File: src/verilog/bpt_pkg.sv
package bpt_pkg;

    // ------------------------------------------------------------------
    // Register offsets (word addresses as printed).
    // ------------------------------------------------------------------
    localparam logic [15:0] BPT_OFS_DCFG = 16'h0200;
    localparam logic [15:0] BPT_OFS_DATA_PORT_ERROR = 16'h0202;
    localparam logic [15:0] BPT_OFS_INSTR_PORT_ERROR = 16'h0302;
    localparam logic [15:0] BPT_OFS_SCFG = 16'h07FD;
    localparam logic [15:0] BPT_OFS_TIMEOUT_CONTROL = 16'h9000;
    localparam logic [15:0] BPT_OFS_ISTAT = 16'h9010;
    localparam logic [15:0] BPT_OFS_IMASK = 16'h9012;
    localparam logic [15:0] BPT_OFS_IDLE = 16'h9014;

    // ------------------------------------------------------------------
    // Field positions.
    // ------------------------------------------------------------------
    localparam int BPT_WPE_BIT = 7;
    localparam int BPT_TOFLAG_BIT = 12;
    localparam int BPT_CPRES_BIT = 5;
    localparam int BPT_RSV_RW_BIT = 4;
    localparam int BPT_EMTOEN_BIT = 1;
    localparam int BPT_PERTOEN_BIT = 0;

    // Status/mask bits of the event register.
    localparam int BPT_EV_EXTTO = 0;
    localparam int BPT_EV_FETCHTO = 1;
    localparam int BPT_EV_PERTO = 2;
    localparam int BPT_EV_DMATO = 3;
    localparam int BPT_EV_IDLEERR = 4;
    localparam int BPT_EV_W = 5;

    // ------------------------------------------------------------------
    // Reset values.
    // ------------------------------------------------------------------
    localparam logic [15:0] BPT_SCFG_RST = 16'h8200;
    localparam logic BPT_EMTOEN_RST = 1'b0;
    localparam logic BPT_PERTOEN_RST = 1'b1;

    // ------------------------------------------------------------------
    // Timing.
    // ------------------------------------------------------------------
    localparam int BPT_TO_CYCLES = 512;
    localparam int BPT_CNT_W = 10;

endpackage : bpt_pkg

File: src/verilog/bpt_timer.sv
`timescale 1ns/1ps
`default_nettype none

// Stall watchdog: restarts at each new access, fires once past the limit.
module bpt_timer
    import bpt_pkg::*;
#(
    parameter int LIMIT = BPT_TO_CYCLES
)(
    input wire logic clk_in, // Clock.
    input wire logic resetn_in, // Async reset, active low.
    input wire logic ce_in, // Clock enable.
    input wire logic start_in, // New access begins.
    input wire logic busy_in, // Access still outstanding.
    input wire logic arm_in, // Watchdog enabled.
    output logic fire_out // One-cycle time-out pulse.
);

    typedef struct packed
    {
        logic [BPT_CNT_W:0] cnt;
        logic fired;
        logic fire;
    } bpt_tmr_s;

    bpt_tmr_s st_r;
    bpt_tmr_s st_nxt;

    // Count stalled cycles; the fired flag stops a second pulse per access.
    always_comb
    begin
        st_nxt = st_r;
        st_nxt.fire = 1'b0;
        if (start_in)
        begin
            st_nxt.cnt = '0;
            st_nxt.fired = 1'b0;
        end
        else if (busy_in && !st_r.fired)
        begin
            if (st_r.cnt >= (BPT_CNT_W+1)'(LIMIT - 1))
            begin
                st_nxt.fire = arm_in;
                st_nxt.fired = 1'b1;
            end
            else
            begin
                st_nxt.cnt = st_r.cnt + 1'b1;
            end
        end
        else if (!busy_in)
        begin
            st_nxt.cnt = '0;
        end
    end

    // State register.
    always_ff @(posedge clk_in or negedge resetn_in)
    begin
        if (!resetn_in)
            st_r <= '0;
        else if (ce_in)
            st_r <= st_nxt;
    end

    assign fire_out = st_r.fire;

endmodule : bpt_timer

`default_nettype wire

File: src/verilog/bpt_top.sv
`timescale 1ns/1ps
`default_nettype none

// Notes on behaviour
// - Data port config bit 7 is read/write write-post enable, reset 0.
// - Data port error bit 12 flags external memory time-out, read-only.
// - Instruction port error bit 12 flags fetch time-out, read-only.
// - Fetch time-out detection is armed by the external memory enable.
// - Instruction port idles on request plus idle only with no fetch pending.
// - Idle instruction port takes no requests; they stall with no answer.
// - Idling the instruction port without CPU idle sets the idle error status flag.
// - System configuration bit 5 reports cache present and working.
// - Idle peripheral access unanswered 512 cycles times out if enabled.
// - Time-out to the CPU raises a CPU bus error interrupt.
// - DMA time-out sets DMA status flag and raises an error.
// - Time-out control bit 1 enables external stall time-out, reset 0.
// - Time-out control bit 0 enables peripheral time-out, reset 1.
// - Posting holds two writes; CPU stalls only when both are full.
module bpt_top
    import bpt_pkg::*;
#(
    parameter int TO_LIMIT = BPT_TO_CYCLES
)(
    input wire logic clk_in, // 40 MHz clock.
    input wire logic resetn_in, // Async reset, active low.
    input wire logic ce_in, // Clock enable.
    input wire logic [15:0] addr_in, // Register address.
    input wire logic [15:0] wdata_in, // Write data.
    input wire logic wr_in, // Write strobe.
    input wire logic rd_in, // Read strobe.
    output logic [15:0] rdata_out, // Read data, cycle after rd_in.
    output logic irq_out, // Level interrupt.
    // Data port side towards the external memory interface.
    input wire logic dp_wr_req_in, // CPU external write request.
    input wire logic ext_done_in, // Memory interface retired a post.
    input wire logic ext_start_in, // New external access begins.
    input wire logic ext_busy_in, // External access outstanding.
    output logic dp_stall_out, // CPU write stall.
    output logic [1:0] post_cnt_out, // Occupied posting slots.
    output logic post_en_out, // Write posting enabled.
    // Instruction port side.
    input wire logic fetch_req_in, // Cache fetch request.
    input wire logic fetch_start_in, // New fetch to external memory.
    input wire logic fetch_busy_in, // Fetch outstanding.
    output logic fetch_ack_out, // Fetch request accepted.
    input wire logic idle_exec_in, // Idle instruction executed.
    input wire logic cpu_idle_in, // CPU domain is idle.
    output logic instruction_port_idle_out, // Instruction port is idle.
    input wire logic cache_ok_in, // Cache enabled and working.
    // Peripheral watchdog.
    input wire logic per_start_in, // New access to idle peripheral.
    input wire logic per_busy_in, // Awaiting peripheral ack.
    input wire logic per_is_dma_in, // Requester is the DMA.
    output logic cpu_bus_error_interrupt_out, // CPU bus error pulse.
    output logic dma_to_out // DMA time-out pulse.
);

    // ------------------------------------------------------------------
    // State.
    // ------------------------------------------------------------------
    typedef enum logic [1:0]
    {
        BPT_IP_RUN = 2'b00,
        BPT_IP_WAIT = 2'b01,
        BPT_IP_IDLE = 2'b10
    } bpt_ip_e;

    typedef struct packed
    {
        logic write_post_enable;
        logic emtoen;
        logic pertoen;
        logic rsv4;
        logic ext_to;
        logic fetch_to;
        logic idle_req;
        logic [BPT_EV_W-1:0] stat;
        logic [BPT_EV_W-1:0] mask;
        logic [1:0] posts;
        bpt_ip_e ip;
        logic bus_error_interrupt;
        logic dma_to;
        logic [15:0] rdata;
    } bpt_top_s;

    bpt_top_s st_r;
    bpt_top_s st_nxt;

    logic ext_fire;
    logic fetch_fire;
    logic per_fire;

    // Place a single flag at its bit inside a 16-bit word.
    function automatic logic [15:0] bpt_bit(input logic v, input int pos);
        logic [15:0] w;
        w = '0;
        w[pos] = v;
        return w;
    endfunction : bpt_bit

    // ------------------------------------------------------------------
    // Watchdogs.
    // ------------------------------------------------------------------
    // External memory stalls from the data port side.
    bpt_timer #(.LIMIT(TO_LIMIT)) u_ext_tmr (
        .clk_in(clk_in),
        .resetn_in(resetn_in),
        .ce_in(ce_in),
        .start_in(ext_start_in),
        .busy_in(ext_busy_in),
        .arm_in(st_r.emtoen),
        .fire_out(ext_fire)
    );

    // Fetch stalls share the external memory enable.
    bpt_timer #(.LIMIT(TO_LIMIT)) u_fetch_tmr (
        .clk_in(clk_in),
        .resetn_in(resetn_in),
        .ce_in(ce_in),
        .start_in(fetch_start_in),
        .busy_in(fetch_busy_in),
        .arm_in(st_r.emtoen),
        .fire_out(fetch_fire)
    );

    // Accesses to disabled or idle peripherals.
    bpt_timer #(.LIMIT(TO_LIMIT)) u_per_tmr (
        .clk_in(clk_in),
        .resetn_in(resetn_in),
        .ce_in(ce_in),
        .start_in(per_start_in),
        .busy_in(per_busy_in),
        .arm_in(st_r.pertoen),
        .fire_out(per_fire)
    );

    // ------------------------------------------------------------------
    // Next state.
    // ------------------------------------------------------------------
    always_comb
    begin
        logic [BPT_EV_W-1:0] ev;
        logic idle_err;
        logic push;
        ev = '0;
        idle_err = 1'b0;
        push = 1'b0;
        st_nxt = st_r;
        st_nxt.bus_error_interrupt = 1'b0;
        st_nxt.dma_to = 1'b0;

        // Register writes.
        if (wr_in)
        begin
            case (addr_in)
                BPT_OFS_DCFG: st_nxt.write_post_enable = wdata_in[BPT_WPE_BIT];
                BPT_OFS_SCFG: st_nxt.rsv4 = wdata_in[BPT_RSV_RW_BIT];
                BPT_OFS_TIMEOUT_CONTROL:
                begin
                    st_nxt.emtoen = wdata_in[BPT_EMTOEN_BIT];
                    st_nxt.pertoen = wdata_in[BPT_PERTOEN_BIT];
                end
                BPT_OFS_IMASK: st_nxt.mask = wdata_in[BPT_EV_W-1:0];
                BPT_OFS_IDLE: st_nxt.idle_req = wdata_in[0];
                BPT_OFS_ISTAT:
                    st_nxt.stat = st_r.stat & ~wdata_in[BPT_EV_W-1:0];
                default: st_nxt.stat = st_nxt.stat;
            endcase
        end

        // Posting slots: a pushed write waits only when both are taken.
        push = dp_wr_req_in && st_r.write_post_enable && (st_r.posts != 2'd2);
        case ({push, ext_done_in && (st_r.posts != 2'd0)})
            2'b10: st_nxt.posts = st_r.posts + 2'd1;
            2'b01: st_nxt.posts = st_r.posts - 2'd1;
            default: st_nxt.posts = st_r.posts;
        endcase

        // Instruction port idle sequence.
        case (st_r.ip)
            BPT_IP_RUN:
                if (st_r.idle_req && idle_exec_in)
                begin
                    st_nxt.ip = BPT_IP_WAIT;
                    idle_err = !cpu_idle_in;
                end
            BPT_IP_WAIT:
                if (!fetch_req_in && !fetch_busy_in)
                    st_nxt.ip = BPT_IP_IDLE;
            BPT_IP_IDLE:
                if (!st_r.idle_req)
                    st_nxt.ip = BPT_IP_RUN;
            default: st_nxt.ip = BPT_IP_RUN;
        endcase

        // Sticky error flags, held until reset.
        if (ext_fire)
            st_nxt.ext_to = 1'b1;
        if (fetch_fire)
            st_nxt.fetch_to = 1'b1;

        // Peripheral time-out goes to whoever asked.
        if (per_fire)
        begin
            st_nxt.bus_error_interrupt = !per_is_dma_in;
            st_nxt.dma_to = per_is_dma_in;
        end

        // Events set status after the clear so a same-cycle set wins.
        ev[BPT_EV_EXTTO] = ext_fire;
        ev[BPT_EV_FETCHTO] = fetch_fire;
        ev[BPT_EV_PERTO] = per_fire && !per_is_dma_in;
        ev[BPT_EV_DMATO] = per_fire && per_is_dma_in;
        ev[BPT_EV_IDLEERR] = idle_err;
        st_nxt.stat = st_nxt.stat | ev;

        // Read data, registered for the cycle after the strobe.
        st_nxt.rdata = '0;
        if (rd_in)
        begin
            case (addr_in)
                BPT_OFS_DCFG: st_nxt.rdata = bpt_bit(st_r.write_post_enable, BPT_WPE_BIT);
                BPT_OFS_DATA_PORT_ERROR:
                    st_nxt.rdata = bpt_bit(st_r.ext_to, BPT_TOFLAG_BIT);
                BPT_OFS_INSTR_PORT_ERROR:
                    st_nxt.rdata = bpt_bit(st_r.fetch_to, BPT_TOFLAG_BIT);
                BPT_OFS_SCFG:
                    st_nxt.rdata = BPT_SCFG_RST
                        | bpt_bit(cache_ok_in, BPT_CPRES_BIT)
                        | bpt_bit(st_r.rsv4, BPT_RSV_RW_BIT);
                BPT_OFS_TIMEOUT_CONTROL:
                    st_nxt.rdata = bpt_bit(st_r.emtoen, BPT_EMTOEN_BIT)
                        | bpt_bit(st_r.pertoen, BPT_PERTOEN_BIT);
                BPT_OFS_ISTAT: st_nxt.rdata = {11'h000, st_r.stat};
                BPT_OFS_IMASK: st_nxt.rdata = {11'h000, st_r.mask};
                BPT_OFS_IDLE:
                    st_nxt.rdata = {14'h0000, st_r.ip == BPT_IP_IDLE,
                        st_r.idle_req};
                default: st_nxt.rdata = 16'h0000;
            endcase
        end
    end

    // ------------------------------------------------------------------
    // State register.
    // ------------------------------------------------------------------
    always_ff @(posedge clk_in or negedge resetn_in)
    begin
        if (!resetn_in)
        begin
            st_r <= '0;
            st_r.emtoen <= BPT_EMTOEN_RST;
            st_r.pertoen <= BPT_PERTOEN_RST;
            st_r.ip <= BPT_IP_RUN;
        end
        else if (ce_in)
        begin
            st_r <= st_nxt;
        end
    end

    // ------------------------------------------------------------------
    // Outputs.
    // ------------------------------------------------------------------
    // Stalls are combinational so the CPU is held in the same cycle.
    assign rdata_out = st_r.rdata;
    assign irq_out = |(st_r.stat & st_r.mask);
    assign dp_stall_out = dp_wr_req_in && st_r.write_post_enable && (st_r.posts == 2'd2);
    assign post_cnt_out = st_r.posts;
    assign post_en_out = st_r.write_post_enable;
    // An idle port never answers, so the requester hangs.
    assign fetch_ack_out = fetch_req_in && (st_r.ip != BPT_IP_IDLE);
    assign instruction_port_idle_out = (st_r.ip == BPT_IP_IDLE);
    assign cpu_bus_error_interrupt_out = st_r.bus_error_interrupt;
    assign dma_to_out = st_r.dma_to;
endmodule : bpt_top

`default_nettype wire

File: config.mk
export PLATFORM = sky130hd
export DESIGN_NAME = bpt_top
export DESIGN_NICKNAME = d
export VERILOG_FILES = /design/src/verilog/bpt_pkg.sv /design/src/verilog/bpt_timer.sv /design/src/verilog/bpt_top.sv
export SDC_FILE = /design/constraint.sdc
export NUM_CORES = 1
export LEC_CHECK = 0
export ABC_AREA = 1
export BUFFER_PORTS_ARGS = -buffer_cell sky130_fd_sc_hd__buf_2
export CAP_MARGIN = 0
export CORE_ASPECT_RATIO = 0.75
export CORE_MARGIN = 2
export CORE_UTILIZATION = 50
export CTS_CLUSTER_DIAMETER = 50
export DETAILED_ROUTE_END_ITERATION = 8
export GPL_TIMING_DRIVEN = 1
export PLACE_DENSITY = 0.76
export SYNTH_ARGS = -nofsm -noshare
export SYNTH_HDL_FRONTEND = slang
export SYNTH_SLANG_ARGS = --single-unit
File: constraint.sdc
create_clock -name clk_in -period 1.6 [get_ports clk_in]
set_input_delay 0.16 -clock clk_in [delete_from_list [all_inputs] [get_ports clk_in]]
set_output_delay 0.16 -clock clk_in [all_outputs]
set_load 0.05 [all_outputs]
==> out/qor.yml <==
global_routing:
  grt.overflow.total: 0
  grt_max_degree: 72
  grt_use_total_pct: 22.2
  gr-max-usage-layer: "met2"
  grt_pass1_vias: 3421
  antenna_found_initial: 0
  use_met2_pct: 37.3
  grt_util_met3_pct: 6.01
  use_met1_pct: 29.3
  grt_pass1_wl_mm: 15.6
finish:
  stdcell_area_um2: 4910
  layout-drive-gt1-share_pct: 23.6
  n_antenna_cell: 0
  fillers: 700
  multi_input_area_um2: 2030
  fin_util_pct: 61.7
  regArea_um2: 1780
  area_delta_synth_final_pct: 18.6
  nets: 668
  fin_cells: 724
logic_synthesis:
  ys_top_cells_by_area: "dfrtp_1, nand2_1, nand3_1"
  async_flop_share_pct: 100
  syn_avg_cell_area_um2: 7.67
  synth_commonest_cells: "nand2_1, dfrtp_1, nand3_1"
  yosys.area.top_type: "dfrtp_1"
  yosys.cell_types.count: 41
  ys.flop_type: "dfrtp_1"
  ys_seq_area_share_pct: 43.0
  yosysWarnings: 0
  syn_area_um2: 4140
  synth_top_area_share_pct: 42.3
  yosysMostFrequentCell: "nand2_1"
  synth_edf_count: 0
  syn_inst: 539
  ys_seq_elements: 71
critical_path:
  crit_required_ns: 1.83
  crit_slowest_cell: "dfrtp_1"
  critPathMaxStageDelay_ns: 0.41
  crit_path_end_kind: "register"
  worstPathMaxFanout: 4
  path_cells: "o21a_1, ha_1, or2_1, a21oi_1, o21ai_1, xor2_1"
  worstSetupPathType: "register to register"
  worst_setup_path_start_kind: "register"
  crit_arrival_ns: 1.79
clock_tree:
  cts-root-buf: "clkbuf_8"
  h-tree-depth: 3
  clock-sinks: 71
  clk_pin_slew_worst_paths_ns: 0.07
  clock_latency_ns: 0.35
  cts_tree: "built"
  numCtsBuffers: 9
  cts_buffer_depth: 2
power:
  ir_drop_uv: 651
  combPwrFrac_pct: 17.7
  p_int_uw: 3020
  cellLeakagePower_uw: 0.00261
  power_frac_seq_pct: 44.8
  power.density_nw_per_um2: 874
  swShare_pct: 29.5
  p_clk_share_pct: 37.5
  p_sw_uw: 1270
job:
  max_cap_violations: 0
timing:
  hold_viol: 0
  worst_pin_slew_ns: 0.499
  fmax_ghz: 0.642
  worst_slack_ns: 0.0425
  fin_crit_sh_pct: 97.3
  setup_viol: 0
  drv_slew: 0
  clock_skew_ns: 0.00956
  period_needed_ns: 1.56
  grt_setup_unrepaired: "yes"
  hold_slack_ns: 0.0343
  slew_headroom_pct: 66.6
die:
  num_rows: 28
  die_area_um2: 9020
  fp.dieH_um: 82.8
  io_pins: 75
  start_util_pct: 52.0
  core_area_um2: 7950
  die_x_um: 109
route:
  first_iter_violations: 166
  first_pass_iters: 5
  vias: 3708
  drt_wl_total_mm: 9.20
  vias_per_cell: 5.12
  drcViolationCount: 0
  post_drt_wl_per_cell_um: 12.7
  ant_nets: 0
min_path:
  worstHoldPathType: "input port to register"
run_status:
  status: "finished clean"
placed_design:
  dp.cells: 695
  dp_hpwl_mm: 6.66
  port_buffers: 58
  dp_slack_ns: 0.00970
  place_area_um2: 4500
  gp_congestion: 0.940
## flip-flops by register name, indices dropped and copies added, names as in the netlist
| signal | flops |
|---|---|
| st_r | 18 |
| u_ext_tmr.st_r | 12 |
| u_fetch_tmr.st_r | 12 |
| u_per_tmr.st_r | 12 |
| rdata_out | 9 |
| post_cnt_out | 2 |
| cpu_bus_error_interrupt_out | 1 |
| dma_to_out | 1 |
| post_en_out | 1 |
| u_ext_tmr.fire_out | 1 |
| u_fetch_tmr.fire_out | 1 |
| u_per_tmr.fire_out | 1 |
## cell type report
type	instances	area share, %
timing repair buffer	87	11.1
clock buffer	11	2.88
inverter	54	4.13
multi-input combinational	391	41.3
clock inverter	5	1.66
sequential	71	36.3
tap	105	2.68
## kinds of logic (layout without fill, tap and decap cells)
logic type | count (synthesis) | in the layout | share of synthesized area, %
XOR/XNOR | 11 | 11 | 2.33
buffers and inverters | 82 | 157 | 10.1
AO/OA/AOI/OAI | 52 | 52 | 8.17
AND/OR/NAND/NOR | 318 | 318 | 35.1
other | 1 | 6 | 0.0907
flip-flops | 71 | 71 | 43.0
adder cells (fa/ha/maj) | 4 | 4 | 1.21
## critical path: cells and delay by family (launching register included)
| kind | cells | cell delay [ns] |
|---|---|---|
| AOI/OAI and AO/OA | 3 | 0.40 |
| xor gates and xnor gates | 1 | 0.14 |
| adders and majority gates | 1 | 0.27 |
| DFF | 1 | 0.41 |
| and+or+nand+nor | 1 | 0.23 |
## cells in the final DEF, fill, tap and decap left out, drive strengths merged, types with 2 or more instances in the layout
master | netlist | final
nand2 | 169 | 169
buf | 25 | 85
nand3 | 71 | 71
dfrtp | 70 | 70
nor2 | 56 | 56
inv | 54 | 54
o21ai | 25 | 25
clkbuf | 3 | 11
nor3 | 11 | 11
a21oi | 9 | 9
xor2 | 8 | 8
a21boi | 8 | 8
nand4 | 6 | 6
conb | 1 | 6
ha | 4 | 4
o21bai | 3 | 3
xnor2 | 3 | 3
nand3b | 3 | 3
a31oi | 3 | 3
bufinv | 0 | 2
dlygate4sd3 | 0 | 2
clkinv | 0 | 2
## final timing paths
path                                  from         endpoint  slack (ns)  cells past startpoint
setup reg to reg           post_cnt_out[0]  post_cnt_out[1]        0.04                      6
hold / removal                 wdata_in[7]      post_en_out        0.03                      3
max in group asynchronous        resetn_in         st_r[36]        0.90                      3
min in group asynchronous        resetn_in     rdata_out[3]        0.36                      3
hold reg to reg              rdata_out[12]    rdata_out[12]        0.48                      2
setup / recovery           post_cnt_out[0]  post_cnt_out[1]        0.04                      6
## power by group through the flow
| stage | registers (µW) | logic [µW] | clock network (µW) |
|---|---|---|---|
| 2_1_floorplan | 1960 | 543 | 0 |
| 6_report | 1920 | 758 | 1610 |
| 4_1_cts | 1920 | 752 | 1640 |
| 5_1_grt | 1930 | 838 | 1730 |
| 3_5_place_dp | 1950 | 740 | 0 |
| 3_3_place_gp | 1950 | 726 | 0 |
## through the flow
stage / power, µW / TNS (ns)
after floorplan: 2500 / -0.0841
after global placement: 2680 / 0
after detailed placement: 2700 / 0
after CTS: 4310 / 0
after global routing: 4490 / -0.168
final: 4290 / 0
## timing repair
item / in CTS / in global routing
buffers inserted: 1 / 10
setup endpoints to repair: 9 / 26
hold buffers: 2 / 0
resized for setup: 1 / 22
endpoints found under the hold margin: 71 / 0
pin swaps: 0 / 11
## routing by layer
| layer | wire (µm) | vias to the layer above | part of all wire [%] |
|---|---|---|---|
| met2 | 4310 | 113 | 47 |
| met5 | 0 | - | 0 |
| met3 | 628 | 8 | 6.8 |
| met1 | 4210 | 1719 | 46 |
| met4 | 55 | 0 | 0.60 |
| li1 | - | 1868 | - |
Note: power is estimated with default switching activity, not from simulation.
